**src/logic/pmon_calc_pkg.sv**
```systemverilog
// constants and decode functions shared by the power monitor calculation engine
package pmon_calc_pkg;

  // register offsets
  localparam logic [2:0] ADDR_SETUP       = 3'h0;
  localparam logic [2:0] ADDR_SHUNT       = 3'h1;
  localparam logic [2:0] ADDR_BUS         = 3'h2;
  localparam logic [2:0] ADDR_POWER       = 3'h3;
  localparam logic [2:0] ADDR_CURRENT     = 3'h4;
  localparam logic [2:0] ADDR_CALIBRATION = 3'h5;

  // measurement_setup field positions and value after reset
  localparam int          AVG_LSB      = 9;
  localparam int          BUS_CT_LSB   = 6;
  localparam int          SHUNT_CT_LSB = 3;
  localparam int          MODE_LSB     = 0;
  localparam logic [15:0] SETUP_RESET  = 16'h4127;
  localparam logic [15:0] CAL_RESET    = 16'h0000;

  // mode bits: bit0 shunt enable, bit1 bus enable, bit2 continuous
  localparam int MODE_SHUNT_BIT = 0;
  localparam int MODE_BUS_BIT   = 1;
  localparam int MODE_CONT_BIT  = 2;

  // arithmetic scaling
  localparam int          CURRENT_SHIFT = 11;    // divide by 2048
  localparam int          POWER_DIVISOR = 20000; // 25 current steps per power step
  localparam int          CLOCK_MHZ     = 100;   // cycles per microsecond
  localparam logic [15:0] POWER_MAX     = 16'hffff;

  // conversion period in microseconds for each 3-bit code
  function automatic int unsigned conversion_period_us(input logic [2:0] code);
    case (code)
      3'h0:    conversion_period_us = 140;
      3'h1:    conversion_period_us = 204;
      3'h2:    conversion_period_us = 332;
      3'h3:    conversion_period_us = 588;
      3'h4:    conversion_period_us = 1100;
      3'h5:    conversion_period_us = 2116;
      3'h6:    conversion_period_us = 4156;
      default: conversion_period_us = 8244;
    endcase
  endfunction

  // averaging count is a power of two; return its log2
  function automatic logic [3:0] avg_shift(input logic [2:0] code);
    case (code)
      3'h0:    avg_shift = 4'h0;
      3'h1:    avg_shift = 4'h2;
      3'h2:    avg_shift = 4'h4;
      3'h3:    avg_shift = 4'h6;
      3'h4:    avg_shift = 4'h7;
      3'h5:    avg_shift = 4'h8;
      3'h6:    avg_shift = 4'h9;
      default: avg_shift = 4'ha;
    endcase
  endfunction

endpackage

```
**src/logic/conversion_timer.sv**
```systemverilog
// counts out one conversion period and pulses when it has elapsed
`timescale 1ns/1ps
module conversion_timer
(
  // clock and reset
  input  wire logic        i_clock,
  input  wire logic        i_srst,
  // control
  input  wire logic        i_start,
  input  wire logic        i_abort,
  input  wire logic [23:0] i_cycles,
  // status
  output logic             o_done
);

  logic [23:0] count;
  logic        busy;

  // down counter; abort wins so a restarted run never sees a stale done
  always_ff @(posedge i_clock)
  begin
    if (i_srst || i_abort)
    begin
      count  <= 24'h000000;
      busy   <= 1'b0;
      o_done <= 1'b0;
    end
    else if (i_start)
    begin
      count  <= i_cycles;
      busy   <= 1'b1;
      o_done <= 1'b0;
    end
    else if (busy && count <= 24'h000001)
    begin
      busy   <= 1'b0;
      o_done <= 1'b1;
    end
    else
    begin
      count  <= busy ? count - 24'h000001 : count;
      o_done <= 1'b0;
    end
  end

endmodule

```
**src/logic/power_monitor_calc_engine.sv**
```systemverilog
// measurement sequencing, averaging and current/power scaling engine
`timescale 1ns/1ps
module power_monitor_calc_engine
#(
  parameter int unsigned CYCLES_PER_US = pmon_calc_pkg::CLOCK_MHZ
)
(
  // clock and reset
  input  wire logic        i_clock,
  input  wire logic        i_srst,
  // register access port
  input  wire logic        i_reg_write,
  input  wire logic        i_reg_read,
  input  wire logic [2:0]  i_reg_addr,
  input  wire logic [15:0] i_reg_wdata,
  output logic [15:0]      o_reg_rdata,
  // converter side
  input  wire logic [15:0] i_shunt_sample,
  input  wire logic [15:0] i_bus_sample,
  output logic             o_shunt_select,
  output logic             o_bus_select,
  // results
  output logic [15:0]      o_shunt_voltage,
  output logic [15:0]      o_bus_voltage,
  output logic [15:0]      o_current,
  output logic [15:0]      o_power,
  output logic             o_conversion_ready
);

  typedef enum logic [4:0] {
    ST_IDLE  = 5'b00001,
    ST_SHUNT = 5'b00010,
    ST_BUS   = 5'b00100,
    ST_ACC   = 5'b01000,
    ST_LOAD  = 5'b10000
  } seq_state_e;

  seq_state_e  state;
  logic [15:0] measurement_setup;
  logic [15:0] calibration;
  logic        run_pending;
  logic        timer_start;
  logic        timer_done;
  logic [23:0] timer_cycles;
  logic [10:0] sample_count;
  logic [15:0] shunt_raw;
  logic [15:0] bus_raw;
  logic [31:0] acc_shunt;
  logic [31:0] acc_bus;
  logic [31:0] acc_current;
  logic [31:0] acc_power;

  logic        setup_write;
  logic [2:0]  mode;
  logic [2:0]  shunt_ct;
  logic [2:0]  bus_ct;
  logic [3:0]  shift;
  logic [10:0] last_sample;
  logic [23:0] shunt_cycles;
  logic [23:0] bus_cycles;
  logic [31:0] product;
  logic [15:0] sample_current;
  logic [15:0] current_mag;
  logic [31:0] power_full;
  logic [15:0] sample_power;

  localparam int MODE_SHUNT = pmon_calc_pkg::MODE_SHUNT_BIT;
  localparam int MODE_BUS   = pmon_calc_pkg::MODE_BUS_BIT;

  // field decode of the setup register
  assign setup_write = i_reg_write && (i_reg_addr == pmon_calc_pkg::ADDR_SETUP);
  assign mode        = measurement_setup[pmon_calc_pkg::MODE_LSB +: 3];
  assign shunt_ct    = measurement_setup[pmon_calc_pkg::SHUNT_CT_LSB +: 3];
  assign bus_ct      = measurement_setup[pmon_calc_pkg::BUS_CT_LSB +: 3];
  assign shift       = pmon_calc_pkg::avg_shift(
                         measurement_setup[pmon_calc_pkg::AVG_LSB +: 3]);
  assign last_sample = 11'((32'h1 << shift) - 32'h1);

  // each channel has its own period, scaled to cycles at the clock rate
  assign shunt_cycles = 24'(pmon_calc_pkg::conversion_period_us(shunt_ct)
                            * CYCLES_PER_US);
  assign bus_cycles   = 24'(pmon_calc_pkg::conversion_period_us(bus_ct)
                            * CYCLES_PER_US);

  // current from the signed shunt sample; zero until calibrated
  assign product        = 32'($signed(shunt_raw) * $signed({1'b0, calibration}));
  assign sample_current = (calibration == 16'h0000) ? 16'h0000
                        : 16'($signed(product) >>> pmon_calc_pkg::CURRENT_SHIFT);

  // power magnitude; divisor 20000 makes one power step 25 current steps
  assign current_mag  = sample_current[15] ? 16'(-sample_current) : sample_current;
  assign power_full   = (32'(current_mag) * 32'(bus_raw))
                        / 32'(pmon_calc_pkg::POWER_DIVISOR);
  assign sample_power = (calibration == 16'h0000) ? 16'h0000
                      : (power_full > 32'(pmon_calc_pkg::POWER_MAX)) ? pmon_calc_pkg::POWER_MAX
                      : power_full[15:0];

  // software-written setup and calibration
  always_ff @(posedge i_clock)
  begin
    if (i_srst)
    begin
      measurement_setup <= pmon_calc_pkg::SETUP_RESET;
      calibration       <= pmon_calc_pkg::CAL_RESET;
    end
    else if (i_reg_write)
    begin
      if (i_reg_addr == pmon_calc_pkg::ADDR_SETUP)
        measurement_setup <= i_reg_wdata;
      if (i_reg_addr == pmon_calc_pkg::ADDR_CALIBRATION)
        calibration <= i_reg_wdata;
    end
  end

  // sequencer: shunt period, bus period, accumulate, repeat, then load
  // a setup write abandons the run so no half-averaged result is published
  always_ff @(posedge i_clock)
  begin
    if (i_srst)
    begin
      state        <= ST_IDLE;
      run_pending  <= 1'b1;
      timer_start  <= 1'b0;
      timer_cycles <= 24'h000000;
      sample_count <= 11'h000;
    end
    else if (setup_write)
    begin
      state        <= ST_IDLE;
      run_pending  <= i_reg_wdata[MODE_SHUNT] || i_reg_wdata[MODE_BUS];
      timer_start  <= 1'b0;
      sample_count <= 11'h000;
    end
    else
    begin
      timer_start <= 1'b0;
      case (state)
        ST_IDLE:
        begin
          sample_count <= 11'h000;
          if (run_pending && (mode[pmon_calc_pkg::MODE_SHUNT_BIT]
                              || mode[pmon_calc_pkg::MODE_BUS_BIT]))
          begin
            run_pending  <= 1'b0;
            timer_start  <= 1'b1;
            timer_cycles <= mode[pmon_calc_pkg::MODE_SHUNT_BIT] ? shunt_cycles : bus_cycles;
            state        <= mode[pmon_calc_pkg::MODE_SHUNT_BIT] ? ST_SHUNT : ST_BUS;
          end
        end
        ST_SHUNT:
        begin
          if (timer_done)
          begin
            if (mode[pmon_calc_pkg::MODE_BUS_BIT])
            begin
              timer_start  <= 1'b1;
              timer_cycles <= bus_cycles;
              state        <= ST_BUS;
            end
            else
              state <= ST_ACC;
          end
        end
        ST_BUS:
        begin
          if (timer_done)
            state <= ST_ACC;
        end
        ST_ACC:
        begin
          if (sample_count == last_sample)
            state <= ST_LOAD;
          else
          begin
            sample_count <= sample_count + 11'h001;
            timer_start  <= 1'b1;
            timer_cycles <= mode[pmon_calc_pkg::MODE_SHUNT_BIT] ? shunt_cycles : bus_cycles;
            state        <= mode[pmon_calc_pkg::MODE_SHUNT_BIT] ? ST_SHUNT : ST_BUS;
          end
        end
        ST_LOAD:
        begin
          run_pending <= mode[pmon_calc_pkg::MODE_CONT_BIT];  // continuous restarts at once
          state       <= ST_IDLE;
        end
        default:
          state <= ST_IDLE;
      endcase
    end
  end

  conversion_timer u_timer
  (
    .i_clock  (i_clock),
    .i_srst   (i_srst),
    .i_start  (timer_start),
    .i_abort  (setup_write),
    .i_cycles (timer_cycles),
    .o_done   (timer_done)
  );

  // capture the converter word when its period ends
  always_ff @(posedge i_clock)
  begin
    if (i_srst)
    begin
      shunt_raw <= 16'h0000;
      bus_raw   <= 16'h0000;
    end
    else if (timer_done && state == ST_SHUNT)
      shunt_raw <= i_shunt_sample;
    else if (timer_done && state == ST_BUS)
      bus_raw <= {1'b0, i_bus_sample[14:0]};  // bus is never negative
  end

  // accumulate every sample of the run; cleared while idle
  always_ff @(posedge i_clock)
  begin
    if (i_srst || state == ST_IDLE)
    begin
      acc_shunt   <= 32'h00000000;
      acc_bus     <= 32'h00000000;
      acc_current <= 32'h00000000;
      acc_power   <= 32'h00000000;
    end
    else if (state == ST_ACC)
    begin
      acc_shunt   <= acc_shunt + 32'($signed(shunt_raw));
      acc_bus     <= acc_bus + 32'(bus_raw);
      acc_current <= acc_current + 32'($signed(sample_current));
      acc_power   <= acc_power + 32'(sample_power);
    end
  end

  // averages reach the result registers only at the end of the run
  always_ff @(posedge i_clock)
  begin
    if (i_srst)
    begin
      o_shunt_voltage <= 16'h0000;
      o_bus_voltage   <= 16'h0000;
      o_current       <= 16'h0000;
      o_power         <= 16'h0000;
    end
    else if (calibration == 16'h0000)
    begin
      o_current <= 16'h0000;
      o_power   <= 16'h0000;
      if (state == ST_LOAD)
      begin
        o_shunt_voltage <= 16'($signed(acc_shunt) >>> shift);
        o_bus_voltage   <= 16'(acc_bus >> shift);
      end
    end
    else if (state == ST_LOAD)
    begin
      o_shunt_voltage <= 16'($signed(acc_shunt) >>> shift);
      o_bus_voltage   <= 16'(acc_bus >> shift);
      o_current       <= 16'($signed(acc_current) >>> shift);
      o_power         <= 16'(acc_power >> shift);
    end
  end

  // ready flag: set at load, cleared by a setup write other than power-down
  always_ff @(posedge i_clock)
  begin
    if (i_srst)
      o_conversion_ready <= 1'b0;
    else if (state == ST_LOAD)
      o_conversion_ready <= 1'b1;
    else if (setup_write && (i_reg_wdata[MODE_SHUNT] || i_reg_wdata[MODE_BUS]))
      o_conversion_ready <= 1'b0;
  end

  // channel select tells the converter which input is being measured
  always_ff @(posedge i_clock)
  begin
    if (i_srst)
    begin
      o_shunt_select <= 1'b0;
      o_bus_select   <= 1'b0;
    end
    else
    begin
      o_shunt_select <= (state == ST_SHUNT);
      o_bus_select   <= (state == ST_BUS);
    end
  end

  // register readback, one cycle after the read strobe; unmapped reads zero
  always_ff @(posedge i_clock)
  begin
    if (i_srst)
      o_reg_rdata <= 16'h0000;
    else if (i_reg_read)
    begin
      case (i_reg_addr)
        pmon_calc_pkg::ADDR_SETUP:       o_reg_rdata <= measurement_setup;
        pmon_calc_pkg::ADDR_SHUNT:       o_reg_rdata <= o_shunt_voltage;
        pmon_calc_pkg::ADDR_BUS:         o_reg_rdata <= o_bus_voltage;
        pmon_calc_pkg::ADDR_POWER:       o_reg_rdata <= o_power;
        pmon_calc_pkg::ADDR_CURRENT:     o_reg_rdata <= o_current;
        pmon_calc_pkg::ADDR_CALIBRATION: o_reg_rdata <= calibration;
        default:                         o_reg_rdata <= 16'h0000;
      endcase
    end
  end

endmodule

```
**config.mk**
```make
export PLATFORM = sky130hd
export DESIGN_NAME = power_monitor_calc_engine
export DESIGN_NICKNAME = d
export VERILOG_FILES = /design/src/logic/pmon_calc_pkg.sv /design/src/logic/conversion_timer.sv /design/src/logic/power_monitor_calc_engine.sv
export SDC_FILE = /design/constraint.sdc
export NUM_CORES = 2
export LEC_CHECK = 0
export ABC_AREA = 1
export BUFFER_PORTS_ARGS = -buffer_cell sky130_fd_sc_hd__buf_4
export CORE_MARGIN = 1
export CORE_UTILIZATION = 49
export CTS_CLUSTER_SIZE = 30
export DETAILED_ROUTE_END_ITERATION = 10
export HOLD_SLACK_MARGIN = 0.08
export PLACE_DENSITY_LB_ADDON = 0.1
export SKIP_LAST_GASP = 1
export SYNTH_ARGS = -nofsm -noshare
export SYNTH_HDL_FRONTEND = slang
export SYNTH_HIERARCHICAL = 1
export SYNTH_SLANG_ARGS = --single-unit
```
**constraint.sdc**
```tcl
create_clock -name i_clock -period 45.1 [get_ports i_clock]
set_clock_uncertainty 0.1 [all_clocks]
set_input_delay 4.51 -clock i_clock [delete_from_list [all_inputs] [get_ports i_clock]]
set_output_delay 4.51 -clock i_clock [all_outputs]
set_load 0.02 [all_outputs]
```
# --- Word level (Yosys, flattened, before mapping) ---
# Index checks and enable logic that the tools add are counted.
classes:
  n_eq_ne: 36
  n_bitwise: 2
  n_addsub: 8
  mul: 4
  n_mux: 39
  order_cmp: 2
  reduce_logical: 32
  n_shift: 5
  n_div: 1
ops:
  columns: ["op", "n"]
  rows:
  - ["$pmux 14 s7", 2]
  - ["$mux 24", 8]
  - ["$pmux 16 s6", 1]
  - ["$pmux 24 s3", 1]
  - ["$add 32x32->32", 2]
  - ["$mul 32x5->22 const B", 2]
  - ["$mux 16", 4]
  - ["$shr 32x4->16", 2]
  - ["$sshr 32x4->16", 2]
  - ["$eq 3x3->1 const B", 11]
  - ["$add 32x15->32", 1]
  - ["$add 32x16->32", 1]
  - ["$div 32x15->32 const B", 1]
  - ["$gt 32x16->1 const B", 1]
  - ["$mul 16x15->31", 1]
  - ["$pmux 4 s7", 1]
  - ["$mul 16x17->27", 1]
  - ["$eq 3x2->1 const B", 8]
  - ["$le 24x1->1 const B", 1]
  - ["$sub 24x1->24 const B", 1]
  - ["$pmux 11 s2", 1]
  - ["$mux 5", 4]
  - ["$pmux 5 s4", 1]
  - ["$logic_not 16->1", 1]
  - ["other kinds (30)", 70]
word_totals:
  rom_bits: 0
  mem_bits_rw: 0
  latch_bits: 0
  memories: 0
  ff_bits: 342
  output_inout_bits: 83
  in_bits: 55

# --- Longest topological paths before layout ---
depth:
  depth_word: 10
  depth_mapped: 228
  ltp_nobuf: 221

# --- Hierarchy ---
# Netlist, hierarchy kept.
by_module_without_submodules:
  columns: ["module", "area_each_um2", "cells_per_inst", "instances", "seq_area_each_um2"]
  rows:
  - ["power_monitor_calc_engine", 42936.2, 6358, 1, 5825.6]
  - ["conversion_timer", 1975.6, 327, 1, 520.5]

# --- Worst setup path after synthesis ---
# No wires, ideal clock.
synth_timing:
  path_type: "register to register"
  startpoint: "register calibration[4]"
  endpoint: "register acc_power[24]"
  arrival_ns: 25.743
  stages_incl_launch_ff: 208
  path_slack_ns: 19.143
  setup_time_ns: 0.115
  cell_sequence: "dfxtp_1 -> clkbuf_1 -> clkbuf_1 -> nand2_1 -> fa_1 -> inv_1 -> fa_1 -> ha_1 -> fa_1 -> inv_1 -> fa_1 -> fa_1 -> inv_1 -> ha_1 -> nand2_1 -> nor2_1 -> a211oi_1 -> nor2_1 -> (+172 left out) -> nand3_1 -> nand2_1 -> nand3_1 -> nand2_1 -> nand3_1 -> nand2_1 -> nand3_1 -> nand2_1 -> nand2_1 -> nor2_1 -> nand2_1 -> nor2_1 -> inv_1 -> nor3_1 -> nand3_1 -> nor2_1 -> a21oi_1 -> o21a_1"
synth_via:
  elab_chain_cells: 10
synth_lines:
  columns: ["element", "line", "text"]
  rows:
  - ["from (decl)", "power_monitor_calc_engine.sv:40", "logic [15:0] calibration;"]
  - ["from (signal assigned)", "power_monitor_calc_engine.sv:104", "calibration <= pmon_calc_pkg::CAL_RESET;"]
  - ["from (signal assigned)", "power_monitor_calc_engine.sv:111", "calibration <= i_reg_wdata;"]
  - ["$mul 16x17->27 or $logic_not 16->1 (tied branches)", "power_monitor_calc_engine.sv:86, power_monitor_calc_engine.sv:87, power_monitor_calc_engine.sv:94", null]
  - ["$mux 16", "power_monitor_calc_engine.sv:87", "assign sample_current = (calibration == 16'h0000) ? 16'h0000"]
  - ["$neg 16->16", "power_monitor_calc_engine.sv:91", "assign current_mag = sample_current[15] ? 16'(-sample_current) : sample_current;"]
  - ["$mux 16", "power_monitor_calc_engine.sv:91", null]
  - ["$mul 16x15->31", "power_monitor_calc_engine.sv:92", "assign power_full = (32'(current_mag) * 32'(bus_raw))"]
  - ["$div 32x15->32", "power_monitor_calc_engine.sv:93", "/ 32'(pmon_calc_pkg::POWER_DIVISOR);"]
  - ["$gt 32x16->1", "power_monitor_calc_engine.sv:95", ": (power_full > 32'(pmon_calc_pkg::POWER_MAX)) ? pmon_calc_pkg::POWER_MAX"]
  - ["$mux 16", "power_monitor_calc_engine.sv:95", null]
  - ["$mux 16 (*)", "power_monitor_calc_engine.sv:94", "assign sample_power = (calibration == 16'h0000) ? 16'h0000"]
  - ["$add 32x16->32 (*)", "power_monitor_calc_engine.sv:231", "acc_power <= acc_power + 32'(sample_power);"]
  - ["to (signal assigned)", "power_monitor_calc_engine.sv:231", null]
  - ["to (decl)", "power_monitor_calc_engine.sv:51", "logic [31:0] acc_power;"]
# Mark *: on every way between the ends. The rest lies on a longest branch, timed or not.
# A chain may end at the register's enable or synchronous reset.

# --- Final worst setup path ---
layout_timing:
  startpoint: "register shunt_raw[3]"
  endpoint: "register acc_power[25]"
layout_via:
  elab_chain_cells: 10
layout_lines:
  columns: ["element", "line", "text"]
  rows:
  - ["from (decl)", "power_monitor_calc_engine.sv:46", "logic [15:0] shunt_raw;"]
  - ["from (signal assigned)", "power_monitor_calc_engine.sv:211", "shunt_raw <= i_shunt_sample;"]
  - ["$mul 16x17->27 (*)", "power_monitor_calc_engine.sv:86", "assign product = 32'($signed(shunt_raw) * $signed({1'b0, calibration}));"]
  - ["$mux 16 (*)", "power_monitor_calc_engine.sv:87", null]
  - ["$neg 16->16", "power_monitor_calc_engine.sv:91", null]
  - ["$mux 16 (*)", "power_monitor_calc_engine.sv:91", null]
  - ["$mul 16x15->31 (*)", "power_monitor_calc_engine.sv:92", null]
  - ["$div 32x15->32 (*)", "power_monitor_calc_engine.sv:93", null]
  - ["$gt 32x16->1", "power_monitor_calc_engine.sv:95", null]
  - ["$mux 16 (*)", "power_monitor_calc_engine.sv:95", null]
  - ["$mux 16 (*)", "power_monitor_calc_engine.sv:94", null]
  - ["$add 32x16->32 (*)", "power_monitor_calc_engine.sv:231", null]
# Marks and branches as above.

==> flow_summary.ini <==
[floorplan]
num_rows = 110
ioPinCount = 138
core_um2 = 90400
die-area_um2 = 92900
die_w_um = 305
initial_core_util = 0.497
die_h_um = 305

[worst_setup_path]
crit_top_cell = nand2_1
cp_max_fo = 24
cp_data_arrival_time_ns = 32.41
ff2ff_path_depth = 191
critPathLaunch = shunt_raw[3]
critPathCaptureType = flip-flop
slowest_delay_ns = 0.92
r2r-end = acc_power[25]
required_ns = 45.47
critPathCapture = acc_power[25]
cp_slowest_cell = dfxtp_1
worst_r2r_startpoint = shunt_raw[3]
ff2ff_setup_slack_ns = 13.05
critPathLaunchType = flip-flop
path_class = reg -> reg

[timing]
hold_viol_final = 0
drv_slew = 0
whs_ns = 0.355
setup-violations-final = 0
worst_pin_slew_ns = 1.06
clock.fmax_ghz = 0.0312
tns_ns = 0
period_needed_ns = 32.05
rsz0062_at_grt = false
post-route-period-util = 0.711
slew_headroom = 0.294

[final_layout]
drive_above_1_share = 0.103
diodes = 0
area_growth_pct = 7.33
fin_cells = 7881
fillers = 9143
design_area_um2 = 48200
final_nets = 7438

[detailed_routing]
dr.pass1.iters = 6
routed_wirelength_mm = 134
drtIter0Drc = 3204
drc_errors = 0
via_per_inst = 5.33
vias = 42000
postRouteAntennaNets = 0
routedWlPerCell_um = 17.0

[clock_network]
clk_path_buf_depth = 3
cts_made_buffers = 39
cts_hold_buffers = 0
clock-sinks = 317
post_cts_buffers = 0
cts_tree = done
clockRootBuffer = clkbuf_16
clk_pin_slew_ns = 0.06
worstSkewPairLatency_ns = 0.59
htreeDepth = 2
cts_resized = 0

[synthesis]
async_flop_share = 0
ys_seq_area_frac = 0.141
ys_warn_count = 6
synth.avg_cell_area_um2 = 6.72
synth-edff-count = 0
synth-seq-cells = 317
synth.distinct_cells = 77
ys.flop_type = dfxtp_1
synth_area_um2 = 44900
syn_inst = 6685

[worst_hold_path]
hp-class = reg -> reg
hold_path_depth = 2
hold_start = measurement_setup[12]

[global_routing]
antenna_found_initial = 1
grt_overflow = 0
grt_pass1_vias = 40400
grt_first_pass_wirelength_mm = 218
grt.total_usage = 0.290
grt_max_degree = 106

[place]
gp_congestion = 0.940
place_area_um2 = 46900
dp_hpwl_mm = 105
dp.cells = 7813
io_buffer_count = 136

[status]
outcome = finished, final reports clean

[pwr]
p_leak_nw = 25.8
irDropWorstVdd_mv = 0.0228
power_density_nw_per_um2 = 19.3

[flow_run]
maxCapViolCount = 0
==> critical path: cells and delay by family, from the launching register on <==
kind / cells / cell delay [ns]
compound gates: 23 / 4.82
fa+ha+maj: 15 / 6.76
buf+inv: 24 / 2.85
simple gates: 128 / 16.19
flops: 1 / 0.92
xor+xnor: 1 / 0.15
==> power breakdown <==
group	leakage (nW)	switching (mW)	internal, mW
combinational	22.5	0.191	0.0854
clock	0.650	0.140	0.193
sequential	2.57	0.0227	0.300
==> sequential cells by signal, indices dropped and copies added (netlist names), 16 cells and up <==
signal             count
calibration           16
timer_cycles          18
o_power               16
acc_power             28
o_shunt_voltage       16
shunt_raw             16
acc_shunt             27
o_bus_voltage         16
u_timer/count         24
acc_bus               27
o_current             16
acc_current           27
measurement_setup     16
o_reg_rdata           16
==> worst min path at each step <==
stage | slack [ns] | to
3_3_place_gp | 0.34 | measurement_setup[12]
5_1_grt | 0.39 | timer_cycles[21]
3_5_place_dp | 0.35 | measurement_setup[12]
6_report | 0.35 | measurement_setup[12]
2_1_floorplan | 0.33 | measurement_setup[12]
4_1_cts | 0.36 | measurement_setup[12]
==> layer usage <==
layer / up-vias / routed length [µm] / global-route usage / share of wire
met2: 1240 / 59900 / 0.471 / 0.45
met5: - / 0 / 0 / 0
met3: 211 / 8820 / 0.0368 / 0.066
met4: 0 / 4920 / 0.0995 / 0.037
li1: 20900 / - / - / -
met1: 19600 / 60000 / 0.396 / 0.45
==> cells by family (layout without fill, tap and decap cells) <==
family | count (synthesis) | after routing | synth area share
and+or+nand+nor | 2777 | 2777 | 0.286
buffers and inverters | 1552 | 1563 | 0.133
AOI/OAI and AO/OA | 1135 | 1135 | 0.142
adders and majority gates | 705 | 705 | 0.260
DFF | 317 | 317 | 0.141
xor gates and xnor gates | 179 | 179 | 0.0351
muxes | 18 | 18 | 0.00401
other | 2 | 11 | 0.000167
==> placed cells by master, fill, tap and decap left out, drive strengths merged, types with 3 or more instances in the layout <==
cell	netlist	final
or2	25	25
a211oi	13	13
o211ai	53	53
nor3	49	49
a221oi	21	21
o22ai	9	9
nand4	61	61
clkinv	21	28
a31oi	32	32
bufinv	0	3
fa	378	378
ha	327	327
mux2i	18	18
o31ai	6	6
nand3b	8	8
o311ai	3	3
a21oi	395	395
nor3b	3	3
o21ai	528	528
clkbuf	217	55
nand3	333	333
xnor2	46	46
nand2	1691	1691
o221ai	10	10
nor2	580	580
xor2	133	133
o21bai	18	18
a41oi	15	15
nor4	18	18
dfxtp	317	317
buf	32	193
and2	7	7
a22oi	8	8
conb	2	11
inv	1280	1283
a21o	9	9
==> cell type report <==
type	instances	area (µm²)	area share
clock buffer	55	1120	0.0232
inverter	1302	4920	0.102
sequential	317	6350	0.132
multi-input combinational	4825	32700	0.678
tap	1176	1470	0.0305
clock inverter	13	210	0.00436
timing repair buffer	193	1450	0.0301
==> synthesized netlist by cell type (all sizes together) (46+ instances only) <==
cell type | number | area (µm²)
dfxtp | 317 | 6350
ha | 327 | 4090
xor2 | 133 | 1170
o21ai | 528 | 2670
nand2 | 1691 | 7300
fa | 378 | 7570
xnor2 | 46 | 403
o211ai | 53 | 398
nand4 | 61 | 394
nor2 | 580 | 2560
nor3 | 49 | 250
a21oi | 395 | 2040
clkbuf | 217 | 815
inv | 1280 | 4830
nand3 | 333 | 1910
==> through the flow <==
stage	setup WS (ns)	power, mW	utilization
6_report	13.05	0.932	0.533
5_1_grt	9.79	0.987	0.533
4_1_cts	13.02	0.934	0.533
3_5_place_dp	13.11	0.601	0.518
3_3_place_gp	13.48	0.598	0.518
2_1_floorplan	19.14	0.532	-
Power figures use the tool's default switching activity.
